--- src/dcmtl_consts.svh ---
// Constants for the channel map and task list engine
`ifndef DCMTL_CONSTS_SVH
`define DCMTL_CONSTS_SVH
`define DCMTL_NUM_CH 32
`define DCMTL_NUM_SRC 5
`define DCMTL_SW_CH 5'h1E
`define DCMTL_ALT_OFS 6'h20
`define DCMTL_MODE_STOP 3'h0
`define DCMTL_MODE_BASIC 3'h1
`define DCMTL_MODE_AUTO 3'h2
`define DCMTL_MODE_MEM_SG 3'h4
`define DCMTL_MODE_PER_SG 3'h6
`define DCMTL_CW_MODE_LSB 0
`define DCMTL_CW_CNT_LSB 4
`define DCMTL_CW_SIZE_LSB 16
`define DCMTL_CW_SINC_LSB 18
`define DCMTL_CW_DINC_LSB 20
`define DCMTL_CW_ARB_LSB 22
`define DCMTL_INC_NONE 2'h3
`define DCMTL_SIZE_WORD 2'h2
`define DCMTL_TASK_BYTES 32'h00000010
`define DCMTL_WORD_LAST 2'h2
`endif

--- src/dcmtl_pkg.sv ---
// Types shared by the channel map and task list engine
package dcmtl_pkg;
	typedef logic [2:0] dcmtl_mode_t;
	typedef logic [1:0] dcmtl_width_t;
	typedef enum {ST_IDLE, ST_FETCH, ST_SG_RD, ST_SG_WR, ST_SG_PTR, ST_RD, ST_WR, ST_WB} dcmtl_state_e;
endpackage

--- src/dcmtl_engine.sv ---
// Multi-channel transfer engine with channel mapping and task lists
`include "dcmtl_consts.svh"
module dcmtl_engine
(
	// Clock and reset
	input  wire logic                 i_clk,
	input  wire logic                 i_resetn,
	// Engine setup
	input  wire logic                 i_engine_en,
	input  wire logic [31:0]          i_ctl_base,
	// Channel control
	input  wire logic [31:0]          i_chan_enable_set,
	input  wire logic [31:0]          i_chan_disable,
	input  wire logic [31:0]          i_alt_select,
	input  wire logic [31:0]          i_sw_request,
	// Request mapping
	input  wire logic [31:0]          i_map_secondary,
	input  wire logic                 i_ext_map_en,
	input  wire logic [95:0]          i_chan_assign,
	input  wire logic [159:0]         i_periph_req,
	// Memory bus
	output logic                      o_mem_req,
	output logic                      o_mem_we,
	output logic [31:0]               o_mem_addr,
	output logic [31:0]               o_mem_wdata,
	output dcmtl_pkg::dcmtl_width_t   o_mem_size,
	input  wire logic                 i_mem_ack,
	input  wire logic [31:0]          i_mem_rdata,
	// Status
	output logic [31:0]               o_chan_enabled,
	output logic [31:0]               o_chan_done,
	output logic                      o_busy
);
	import dcmtl_pkg::*;

	dcmtl_state_e state;
	logic [4:0]   cur_ch;
	logic [5:0]   cur_idx;
	logic [1:0]   word_idx;
	logic [31:0]  src;
	logic [31:0]  dst;
	logic [31:0]  cw;
	logic [31:0]  data;
	logic [10:0]  burst;
	logic         fin;
	dcmtl_mode_t  fin_mode;
	logic [31:0]  alt_phase;
	logic [31:0]  rel_pulse;
	logic [31:0]  pend;
	logic [31:0]  req_sel;
	logic [31:0]  cand;
	logic         hold;
	logic         pick;
	logic [4:0]   pick_ch;
	logic [31:0]  acc_addr;
	logic         acc_we;
	logic [31:0]  acc_wdata;
	dcmtl_width_t acc_size;
	logic [31:0]  src_step;
	logic [31:0]  dst_step;
	logic [10:0]  arb_lim;
	logic [9:0]   cnt;
	dcmtl_mode_t  cur_mode;
	dcmtl_mode_t  rd_mode;
	logic [31:0]  sg_cw;

	// Bytes an address moves per item
	function automatic logic [31:0] inc_bytes(input logic [1:0] code);
		if (code == `DCMTL_INC_NONE)
			inc_bytes = 32'h00000000;
		else
			inc_bytes = 32'h00000001 << code;
	endfunction

	// Control table entries: base, six-bit index, word; low base bits are assumed zero
	function automatic logic [31:0] ent_addr(input logic [31:0] base, input logic [5:0] idx,
		input logic [1:0] w);
		ent_addr = {base[31:10], idx, w, 2'b00};
	endfunction

	// One selector per channel; channel 0 source 0 is usb_ep1_receive_channel, source 1 secondary_uart2_receive_ch0
	genvar g;
	generate
		for (g = 0; g < `DCMTL_NUM_CH; g++)
		begin : g_sel
			dcmtl_req_sel #(.IS_SW(g == `DCMTL_SW_CH)) u_sel (
				.i_clk       (i_clk),
				.i_resetn    (i_resetn),
				.i_src       ({i_periph_req[128 + g], i_periph_req[96 + g], i_periph_req[64 + g],
				               i_periph_req[32 + g], i_periph_req[g]}),
				.i_secondary (i_map_secondary[g]),
				.i_ext_en    (i_ext_map_en),
				.i_assign    (i_chan_assign[3 * g +: 3]),
				.o_req       (req_sel[g])
			);
		end
	endgenerate

	// Field views of the live control word
	assign cnt      = cw[`DCMTL_CW_CNT_LSB +: 10];
	assign cur_mode = cw[`DCMTL_CW_MODE_LSB +: 3];
	assign rd_mode  = i_mem_rdata[`DCMTL_CW_MODE_LSB +: 3];
	assign src_step = inc_bytes(cw[`DCMTL_CW_SINC_LSB +: 2]);
	assign dst_step = inc_bytes(cw[`DCMTL_CW_DINC_LSB +: 2]);
	assign arb_lim  = 11'h001 << cw[`DCMTL_CW_ARB_LSB +: 4];
	assign sg_cw    = (cnt == 10'h000) ? {cw[31:3], `DCMTL_MODE_STOP}
	                  : {cw[31:14], cnt - 10'h001, cw[3:0]};

	// Lowest channel wins; hold one cycle while done or relatch pulses land
	assign cand = (i_engine_en && !hold) ? (o_chan_enabled & (req_sel | pend)) : 32'h00000000;
	assign hold = (|o_chan_done) | (|rel_pulse);
	assign pick = (state == ST_IDLE) && (|cand);
	always_comb
	begin
		pick_ch = 5'h00;
		for (int i = `DCMTL_NUM_CH - 1; i >= 0; i--)
			if (cand[i])
				pick_ch = 5'(i);
	end

	// Address, direction and data of the access each state makes
	always_comb
	begin
		acc_addr  = ent_addr(i_ctl_base, cur_idx, word_idx);
		acc_we    = 1'b0;
		acc_wdata = 32'h00000000;
		acc_size  = `DCMTL_SIZE_WORD;
		case (state)
			ST_SG_RD:
				acc_addr = src + {28'h0000000, word_idx, 2'b00};
			ST_SG_WR:
			begin
				acc_addr  = ent_addr(i_ctl_base, cur_idx + `DCMTL_ALT_OFS, word_idx);
				acc_we    = 1'b1;
				acc_wdata = data;
			end
			ST_SG_PTR:
			begin
				acc_we    = 1'b1;
				acc_wdata = (word_idx == 2'h0) ? src + `DCMTL_TASK_BYTES : (word_idx == 2'h1) ? dst : sg_cw;
			end
			ST_RD:
			begin
				acc_addr = src;
				acc_size = cw[`DCMTL_CW_SIZE_LSB +: 2];
			end
			ST_WR:
			begin
				acc_addr  = dst;
				acc_we    = 1'b1;
				acc_wdata = data; // Bus picks the lanes from address and size
				acc_size  = cw[`DCMTL_CW_SIZE_LSB +: 2];
			end
			ST_WB:
			begin
				acc_we    = 1'b1;
				acc_wdata = (word_idx == 2'h0) ? src : (word_idx == 2'h1) ? dst : cw;
			end
			default:
				acc_we = 1'b0;
		endcase
	end

	// Main sequencer; each access holds request until acknowledged
	always_ff @(posedge i_clk or negedge i_resetn)
	begin
		if (!i_resetn)
		begin
			state       <= ST_IDLE;
			cur_ch      <= 5'h00;
			cur_idx     <= 6'h00;
			word_idx    <= 2'h0;
			src         <= 32'h00000000;
			dst         <= 32'h00000000;
			cw          <= 32'h00000000;
			data        <= 32'h00000000;
			burst       <= 11'h000;
			fin         <= 1'b0;
			fin_mode    <= `DCMTL_MODE_STOP;
			alt_phase   <= 32'h00000000;
			rel_pulse   <= 32'h00000000;
			o_chan_done <= 32'h00000000;
			o_mem_req   <= 1'b0;
			o_mem_we    <= 1'b0;
			o_mem_addr  <= 32'h00000000;
			o_mem_wdata <= 32'h00000000;
			o_mem_size  <= `DCMTL_SIZE_WORD;
		end
		else
		begin
			o_chan_done <= 32'h00000000;
			rel_pulse   <= 32'h00000000;
			if (state == ST_IDLE)
			begin
				if (pick)
				begin
					cur_ch   <= pick_ch;
					cur_idx  <= (alt_phase[pick_ch] | i_alt_select[pick_ch])
						? {1'b0, pick_ch} + `DCMTL_ALT_OFS : {1'b0, pick_ch};
					word_idx <= 2'h0;
					burst    <= 11'h000;
					fin      <= 1'b0;
					state    <= ST_FETCH;
				end
			end
			else if (!o_mem_req)
			begin
				o_mem_req   <= 1'b1;
				o_mem_we    <= acc_we;
				o_mem_addr  <= acc_addr;
				o_mem_wdata <= acc_wdata;
				o_mem_size  <= acc_size;
			end
			else if (i_mem_ack)
			begin
				o_mem_req <= 1'b0;
				case (state)
					ST_FETCH:
						if (word_idx == 2'h0)
						begin
							src      <= i_mem_rdata;
							word_idx <= 2'h1;
						end
						else if (word_idx == 2'h1)
						begin
							dst      <= i_mem_rdata;
							word_idx <= `DCMTL_WORD_LAST;
						end
						else
						begin
							cw       <= i_mem_rdata;
							word_idx <= 2'h0;
							if (rd_mode == `DCMTL_MODE_STOP)
							begin
								o_chan_done[cur_ch] <= 1'b1;
								alt_phase[cur_ch]   <= 1'b0;
								state               <= ST_IDLE;
							end
							else if (!cur_idx[5] && (rd_mode == `DCMTL_MODE_MEM_SG || rd_mode == `DCMTL_MODE_PER_SG))
								state <= ST_SG_RD;
							else
								state <= ST_RD;
						end
					ST_SG_RD:
					begin
						data  <= i_mem_rdata;
						state <= ST_SG_WR;
					end
					ST_SG_WR:
						if (word_idx == `DCMTL_WORD_LAST)
						begin
							word_idx <= 2'h0;
							state    <= ST_SG_PTR;
						end
						else
						begin
							word_idx <= word_idx + 2'h1;
							state    <= ST_SG_RD;
						end
					ST_SG_PTR:
						if (word_idx == `DCMTL_WORD_LAST)
						begin
							word_idx          <= 2'h0;
							alt_phase[cur_ch] <= 1'b1; // Copied task now runs from the alternate entry
							rel_pulse[cur_ch] <= 1'b1;
							state             <= ST_IDLE;
						end
						else
							word_idx <= word_idx + 2'h1;
					ST_RD:
					begin
						data  <= i_mem_rdata;
						state <= ST_WR;
					end
					ST_WR:
					begin
						src   <= src + src_step;
						dst   <= dst + dst_step;
						burst <= burst + 11'h001;
						if (cnt == 10'h000)
						begin
							cw[`DCMTL_CW_MODE_LSB +: 3] <= `DCMTL_MODE_STOP;
							fin      <= 1'b1;
							fin_mode <= cur_mode;
							state    <= ST_WB;
						end
						else
						begin
							cw[`DCMTL_CW_CNT_LSB +: 10] <= cnt - 10'h001;
							state <= (burst + 11'h001 == arb_lim) ? ST_WB : ST_RD;
						end
					end
					ST_WB:
						if (word_idx == `DCMTL_WORD_LAST)
						begin
							word_idx <= 2'h0;
							state    <= ST_IDLE;
							if (!fin)
							begin
								if (cur_mode == `DCMTL_MODE_AUTO || cur_mode == `DCMTL_MODE_MEM_SG)
									rel_pulse[cur_ch] <= 1'b1;
							end
							else if (alt_phase[cur_ch] && fin_mode[2])
							begin
								alt_phase[cur_ch] <= 1'b0; // Back to the primary for the next task
								rel_pulse[cur_ch] <= 1'b1;
							end
							else
							begin
								alt_phase[cur_ch]   <= 1'b0;
								o_chan_done[cur_ch] <= 1'b1;
							end
						end
						else
							word_idx <= word_idx + 2'h1;
					default:
						state <= ST_IDLE;
				endcase
			end
		end
	end

	// Enables; a software set in the done cycle keeps the channel on
	always_ff @(posedge i_clk or negedge i_resetn)
	begin
		if (!i_resetn)
			o_chan_enabled <= 32'h00000000;
		else
			o_chan_enabled <= (o_chan_enabled & ~o_chan_done & ~i_chan_disable) | i_chan_enable_set;
	end

	// Latched starts; a new request beats the clear at pick time
	always_ff @(posedge i_clk or negedge i_resetn)
	begin
		if (!i_resetn)
			pend <= 32'h00000000;
		else
			pend <= (pend & ~(pick ? (32'h00000001 << pick_ch) : 32'h00000000)) | i_sw_request | rel_pulse;
	end

	// Busy flag for software polling
	always_ff @(posedge i_clk or negedge i_resetn)
	begin
		if (!i_resetn)
			o_busy <= 1'b0;
		else
			o_busy <= (state != ST_IDLE);
	end
endmodule

--- src/dcmtl_req_sel.sv ---
// Per-channel request source selector with pin synchroniser
module dcmtl_req_sel
#(
	parameter bit IS_SW = 1'b0
)
(
	// Clock and reset
	input  wire logic       i_clk,
	input  wire logic       i_resetn,
	// Request sources and selection
	input  wire logic [4:0] i_src,
	input  wire logic       i_secondary,
	input  wire logic       i_ext_en,
	input  wire logic [2:0] i_assign,
	// Selected request
	output logic            o_req
);
	import dcmtl_pkg::*;

	logic [4:0] sync1;
	logic [4:0] sync2;
	logic       next_req;

	// Two stages before anything looks at the pins
	always_ff @(posedge i_clk or negedge i_resetn)
	begin
		if (!i_resetn)
		begin
			sync1 <= 5'h00;
			sync2 <= 5'h00;
		end
		else
		begin
			sync1 <= i_src;
			sync2 <= sync1;
		end
	end

	// Source choice; extended field overrides the two-way select
	always_comb
	begin
		if (IS_SW)
			next_req = 1'b0;
		else if (i_ext_en)
			next_req = (i_assign < 3'h5) ? sync2[i_assign] : 1'b0;
		else
			next_req = i_secondary ? sync2[1] : sync2[0];
	end

	always_ff @(posedge i_clk or negedge i_resetn)
	begin
		if (!i_resetn)
			o_req <= 1'b0;
		else
			o_req <= next_req;
	end
endmodule

--- config.mk ---
export PLATFORM = sky130hd
export DESIGN_NAME = dcmtl_engine
export DESIGN_NICKNAME = d
export VERILOG_FILES = /design/src/dcmtl_pkg.sv /design/src/dcmtl_engine.sv /design/src/dcmtl_req_sel.sv
export VERILOG_INCLUDE_DIRS = /design/src
export SDC_FILE = /design/constraint.sdc
export NUM_CORES = 1
export LEC_CHECK = 0
export BUFFER_PORTS_ARGS = -buffer_cell sky130_fd_sc_hd__clkbuf_2
export CORE_ASPECT_RATIO = 0.5
export CORE_UTILIZATION = 48
export DETAILED_ROUTE_END_ITERATION = 16
export PLACE_DENSITY_LB_ADDON = 0.08
export RECOVER_POWER = 100
export SLEW_MARGIN = 20
export SYNTH_ARGS = -nofsm -noshare
export SYNTH_HDL_FRONTEND = slang
export SYNTH_HIERARCHICAL = 1
export SYNTH_SLANG_ARGS = --single-unit
--- constraint.sdc ---
create_clock -name i_clk -period 3.4 [get_ports i_clk]
set_clock_uncertainty 0.15 [all_clocks]
set_input_delay 0.17 -clock i_clk [delete_from_list [all_inputs] [get_ports i_clk]]
set_output_delay 0.17 -clock i_clk [all_outputs]
set_load 0.01 [all_outputs]
==> results of run 1 <==
## layer usage
layer	up-vias	part of all wire, %	track usage, %
li1	13170	-	-
met5	-	0.044	0
met1	14690	38	45.57
met3	314	8.1	8.419
met2	1387	49	61.99
met4	10	4.2	15.16
## critical path: cells and delay by family (launching register included)
family	cells	cell delay (ns)
simple gates	6	1.86
compound gates	4	0.60
flops	1	0.42
buf+inv	1	0.18
## placed cells by master, fill, tap and decap left out, types with 40 or more instances in the layout
cell type,count
a21oi_1,180
a31oi_1,61
buf_4,194
clkbuf_1,159
clkbuf_16,68
clkbuf_2,459
dfrtp_1,720
dlygate4sd3_1,469
nand2_1,286
nand2b_1,44
nand3_1,86
nor2_1,307
nor2b_1,49
nor3_1,49
o21ai_0,244
o31ai_1,42
or2_2,40
## layout make-up
cell class              count  area share [%]
well taps                 871           2.505
clock buffers              83           4.271
inverters                  36          0.3106
multi-input cells        2046           29.02
clock inverters            34           1.064
diodes                      7         0.04026
repair buffers           1289           21.26
flip-flops and latches    722           41.53
## final timing paths
check                                      endpoint  slack, ns  cells past startpoint
max                                      cur_idx[5]       0.09                     11
min                        g_sel[12].u_sel/sync1[2]       0.02                      2
max reg2reg                              cur_idx[5]       0.09                     11
min reg2reg                g_sel[22].u_sel/sync2[0]       0.19                      0
max in group asynchronous  g_sel[29].u_sel/sync1[1]       0.44                      3
min in group asynchronous             o_mem_addr[2]       0.66                      2
## where the power goes
part	switching [mW]	internal (mW)
logic	5.52	3.78
registers	1.60	10.0
clock network	3.60	4.49
total	10.7	18.3
## repair_timing
action	in CTS	in global routing
setup endpoints to repair	1	39
gates cloned	0	0
gates resized for setup	2	23
hold buffers	468	1
pin swaps	0	1
endpoints found under the hold margin	1022	1
## flip-flops by register name (all words and copies together) (netlist names), 3 cells and up, named ones only
| register | cells |
|---|---|
| src | 32 |
| pend | 32 |
| burst | 11 |
| o_chan_done | 32 |
| g_sel.u_sel/sync1 | 155 |
| cur_ch | 4 |
| o_chan_enabled | 32 |
| o_mem_wdata | 32 |
| g_sel.u_sel/o_req | 31 |
| data | 32 |
| cw | 32 |
| g_sel.u_sel/sync2 | 155 |
| rel_pulse | 32 |
| dst | 32 |
| state | 3 |
| o_mem_addr | 32 |
## cell usage after synthesis, types with 7 or more instances
master     instances  area share [%]
nor2_1           309             3.7
o21a_1            22            0.53
inv_1             35            0.42
mux2_2            39             1.4
nand4_1           34            0.68
a221oi_1          16            0.45
o21ai_0          250             4.0
xnor2_1           26            0.73
nand2b_1          45            0.90
a211o_1           37             1.0
clkbuf_1         144             1.7
mux2i_1           22            0.70
nor3b_1           39            0.93
nand3_1           87             1.4
nor4_1            34            0.68
a222oi_1          18            0.57
buf_1             17            0.20
and3_1            17            0.34
mux4_2            39             2.8
nor3_1            52            0.83
xor2_1            20            0.56
o22ai_1           29            0.58
o211ai_1           8            0.19
dfrtp_1          721              57
nand2_1          288             3.4
a21oi_1          184             2.9
and4_1             8            0.22
a211oi_1          39            0.93
o31ai_1           42             1.0
or4_1              7            0.17
a21o_1             8            0.19
and2_1            11            0.22
o22a_1            15            0.42
or3_1             15            0.30
a22o_1            23            0.64
a31oi_1           61             1.2
ha_1              11            0.44
a22oi_1           17            0.41
or2_2             40            0.80
a2bb2oi_1          7            0.20
nor2b_1           51             1.0
## kinds of logic (layout without fill, tap and decap cells)
logic type | Yosys count | after routing
xor+xnor | 46 | 46
mux | 100 | 100
simple gates | 1053 | 1053
flops | 722 | 722
buf+inv | 208 | 1442
other cells | 1 | 8
fa+ha+maj | 14 | 14
compound gates | 832 | 832
==> run_results.csv, run 1 <==
group,metric,value,unit
placement,dpl.cell_count,4495,
placement,post-dp-hpwl,83630,µm
setup_path,cp-start-kind,"register",
finish,fin_area,43510,µm²
route,drt_iter0_drc,2914,
setup_path,crit_arrival,3.72,ns
flow_run,drv_cap,1,
cts,cts-root-buf,"clkbuf_16",
hold_path,holdCritPathClass,"input pin to register",
grt,grt_pass1_wl,181900,µm
route,drt_wl_total,121600,µm
setup_path,path_class,"register to register",
synth,synth_flop_cell,"dfrtp_1",
synth,synth_compound_area_share,16.89,%
setup_path,crit_required,3.82,ns
finish,multiInputGateArea,12620,µm²
die,fp.dieW,363.6,µm
synth,synthMuxAreaShare,4.901,%
grt,grt_pass1_vias,30430,
die,core_area,63840,µm²
cts,clk_pin_slew,0.07,ns
setup_path,crit_path_start,"rel_pulse[8]",
synth,async_flop_share,100.0,%
outcome,status,"finished, violations left",
route,postRouteAntennaNets,0,
finish,ff_latch_area,18070,µm²
timing,min_period,3.307,ns
placement,pre_cts_ws,-0.01018,ns
synth,syn_area_per_cell,10.54,µm²
cts,cts_tree,"done",
placement,gp_congestion,0.9951,
hold_path,min_from,"i_periph_req[76]",
finish,drive_above_1_share,22.19,%
finish,layout.cells.non_filler,5088,
timing,rsz0062_at_grt,"yes",
timing,setup-tns-final,0,ns
setup_path,cpMaxStageDelayCell,"or4_1",
synth,ys_seq_area_share,57.58,%
synth,synth-edff-count,0,
power_and_ir_drop,power_density,666.6,nW/µm²
setup_path,crit_path_cell_trace,"nor4b_4, nand3_1, or4_1, or3_4, a2111oi_2, buf_4, nor4b_1, a31oi_1, o211ai_1, o2111ai_1, nand3_1",
grt,antenna_found_initial,14,
timing,tightest_slew,2.424,ns
timing,setup_viol,0,
synth,synthSimpleGateAreaFrac,16.12,%
synth,synth_fa_ha_area_share,0.6300,%
setup_path,r2r-start,"rel_pulse[8]",
timing,slew_headroom,-61.63,%
synth,synth_top_family_by_area,"compound AO/OA/AOI/OAI gates",
grt,grtUsageTotal,36.65,%
placement,portBuffers,598,
synth,syn-cell-area,31380,µm²
synth,synth_seq_cells,722,
outcome,failed_checks,"capacitance limit, slew limit",
die,initial_core_util,49.15,%
grt,grt_max_degree,87,
timing,drv_slew,67,
die,pin_count,618,
setup_path,cp_max_fo,5,
synth,syn_inst,2976,
route,drc,0,
setup_path,cpPeakStageDelay,0.56,ns
timing,worst_slack,0.09344,ns
synth,synthesis.nets,3475,
setup_path,critPathMostFrequentCell,"nand3_1",
synth,synth_xor_xnor_area_share,1.284,%
finish,area_delta_synth_final,38.65,%
cts,numCtsBuffers,66,
timing,max_freq,302.4,MHz
setup_path,end_kind,"register",
timing,hold_viol,0,
cts,clkSinkCount,722,
route,routed_via_density,5.811,
die,num_rows,65,
cts,clock_latency,0.65,ns
cts,post_cts.repair.setup_buffers,0,
finish,nNetsFinal,4660,
route,via_count,29560,
synth,ys_warn_count,6,
power_and_ir_drop,vdd_drop_max,0.4103,mV
placement,dpl_cell_area,36660,µm²
die,die_area,66460,µm²
power_and_ir_drop,leakage,18.84,nW
grt,overflow,0,
die,die_h,182.8,µm
cts,h-tree-depth,3,
route,wl_per_cell,23.89,µm
power_and_ir_drop,power,29.00,mW
route,dr.pass1.iters,6,
synth,ys_types,79,
timing,holdWs,0.01692,ns
finish,final_util,68.15,%
finish,fillers,4890,
cts,cts_buffer_depth,3,
timing,finalCritPeriodShare,97.25,%
(Power assumes the default switching activity.)
==> inputs of run 2 (changes only) <==
Clock period 3.4 ns to 3.6 ns, I/O delays scaled along.
==> run 2 against run 1 <==
Net effect: the flow still finishes with violations (capacitance limit, slew limit); worst hold slack lost 0.0087 ns; first-iteration DRC count shrank 5.9%; clock power shrank 3.6%; maximum frequency shrank 3.9%; global-route usage grew 0.16 points; non-clock buffer count shrank 52; utilization shrank 0.66 points; critical path depth shrank 5; critical endpoint is now data[3].
==> run_results.csv, run 2 (same netlist as run 1, synthesis figures left out) <==
group,metric,value,unit
outcome,status,"finished, violations left",
outcome,failed_checks,"capacitance limit, slew limit",
route,met1_length,47700,µm
cts,cts-root-buf,"clkbuf_16",
timing,max_freq,290.7,MHz
finish,area_delta_synth_final,37.30,%
hold_path,holdCritPathClass,"input pin to register",
setup_path,cpPeakStageDelay,0.84,ns
route,dr.pass1.iters,8,
finish,drive_above_1_share,20.82,%
route,met3WireLength,8541,µm
placement,post-dp-hpwl,83550,µm
setup_path,crit_path_cell_trace,"clkinv_1, clkbuf_2, or3_1, a21oi_2, clkbuf_2, mux2_2",
timing,finalCritPeriodShare,95.57,%
timing,tightest_slew,2.823,ns
route,routed_via_density,5.809,
route,drt_iter0_drc,2742,
route,drt_wl_total,121700,µm
setup_path,crit_required,3.97,ns
power_and_ir_drop,vdd_drop_max,0.4375,mV
setup_path,path_class,"register to register",
cts,numCtsBuffers,66,
finish,reg_top3,"g_sel.u_sel/sync1: 155 flops, g_sel.u_sel/sync2: 155 flops",
cts,clk_pin_slew,0.08,ns
timing,drv_slew,79,
finish,fillers,5051,
finish,nNetsFinal,4608,
timing,hold_viol,0,
finish,final_common_cell,"dfrtp_1",
die,num_rows,65,
cts,cts_tree,"done",
setup_path,cp-start-kind,"register",
setup_path,crit_arrival,3.81,ns
grt,antenna_found_initial,15,
setup_path,end_kind,"register",
grt,grtUsageTotal,36.81,%
finish,multiInputGateArea,12550,µm²
timing,holdWs,0.008244,ns
placement,portBuffers,598,
setup_path,cp_max_fo,32,
cts,clock_latency,0.66,ns
grt,grt_pass1_vias,30070,
route,drc,0,
power_and_ir_drop,power,27.35,mW
die,die_area,66460,µm²
flow_run,drv_cap,1,
setup_path,cpMaxStageDelayCell,"clkbuf_2",
die,initial_core_util,49.15,%
die,fp.dieW,363.6,µm
cts,post_cts.repair.setup_buffers,0,
cts,cts_buffer_depth,3,
placement,gp_congestion,0.9744,
route,wl_per_cell,24.14,µm
grt,overflow,0,
finish,ff_latch_area,18070,µm²
timing,slew_headroom,-88.19,%
grt,grt_pass1_wl,182700,µm
die,pin_count,618,
route,via_count,29290,
timing,min_period,3.440,ns
timing,setup_viol,0,
cts,clkSinkCount,722,
route,highest_layer,"met5",
route,dr_wl_met2,59290,µm
grt,grt_max_degree,97,
finish,mostFrequentLayoutCells,"dfrtp_1 (719), dlygate4sd3_1 (459), clkbuf_2 (454)",
die,die_h,182.8,µm
cts,h-tree-depth,3,
die,core_area,63840,µm²
setup_path,critPathMostFrequentCell,"clkbuf_2",
power_and_ir_drop,leakage,18.57,nW
route,postRouteAntennaNets,0,
power_and_ir_drop,power_density,634.7,nW/µm²
timing,setup-tns-final,0,ns
[run 2: power breakdown]
group / internal [mW] / switching (mW)
clock network: 4.43 / 3.37
logic: 3.42 / 5.13
registers: 9.46 / 1.54
total: 17.3 / 10.0
[run 2: stage by stage]
step           std cells  utilization (%)  setup WS [ns]  instance area [µm²]
6_report            5041            67.48         0.1596                43080
4_1_cts             5030            67.88        0.02163                43330
3_5_place_dp        4453            56.96         0.1909                36370
5_1_grt             5040            67.48      -0.001874                43080
3_3_place_gp        4453            56.96         0.2137                36370
2_1_floorplan       2976                -         0.5748                31380
[run 2: area by class of cell]
class	count	share of cell area (%)
Clock buffer	90	4.417
Clock inverter	28	1.092
Timing Repair Buffer	1237	20.50
Sequential cell	722	41.94
Antenna cell	11	0.06389
Multi-Input combinational cell	2046	29.14
Tap cell	871	2.529
Inverter	36	0.3136
[run 2: path summary, 6_finish.rpt]
path / startpoint / slack [ns] / cells past startpoint / to
worst max-delay path: state[1] / 0.16 / 6 / data[3]
worst min-delay path: i_periph_req[85] / 0.008 / 2 / g_sel[21].u_sel/sync1[2]
worst max register to register: state[1] / 0.16 / 6 / data[3]
worst min register to register: g_sel[21].u_sel/sync1[1] / 0.20 / 0 / g_sel[21].u_sel/sync2[1]
max in group asynchronous: i_resetn / 0.42 / 3 / g_sel[5].u_sel/sync2[2]
min in group asynchronous: i_resetn / 0.80 / 2 / o_mem_wdata[28]
[run 2: worst max-delay path, delay by kind of cell, from the launching register on]
family / cells / cell delay (ns)
buffers and inverters: 3 / 1.20
flip-flops: 1 / 0.62
multiplexers: 1 / 0.43
AO/OA/AOI/OAI: 1 / 0.20
AND/OR/NAND/NOR: 1 / 0.63
[run 2: what timing repair did]
item | 4_1_cts | 5_1_grt
gates resized for setup | 0 | 16
hold buffers | 459 | 0
hold endpoints to repair | 508 | 0
setup endpoints to repair | 0 | 24
[run 2: per-layer routing]
layer,vias up,track usage (%)
met5,-,0
met4,10,16.78
met3,362,7.318
met2,1300,61.36
met1,14540,46.69
li1,13070,-
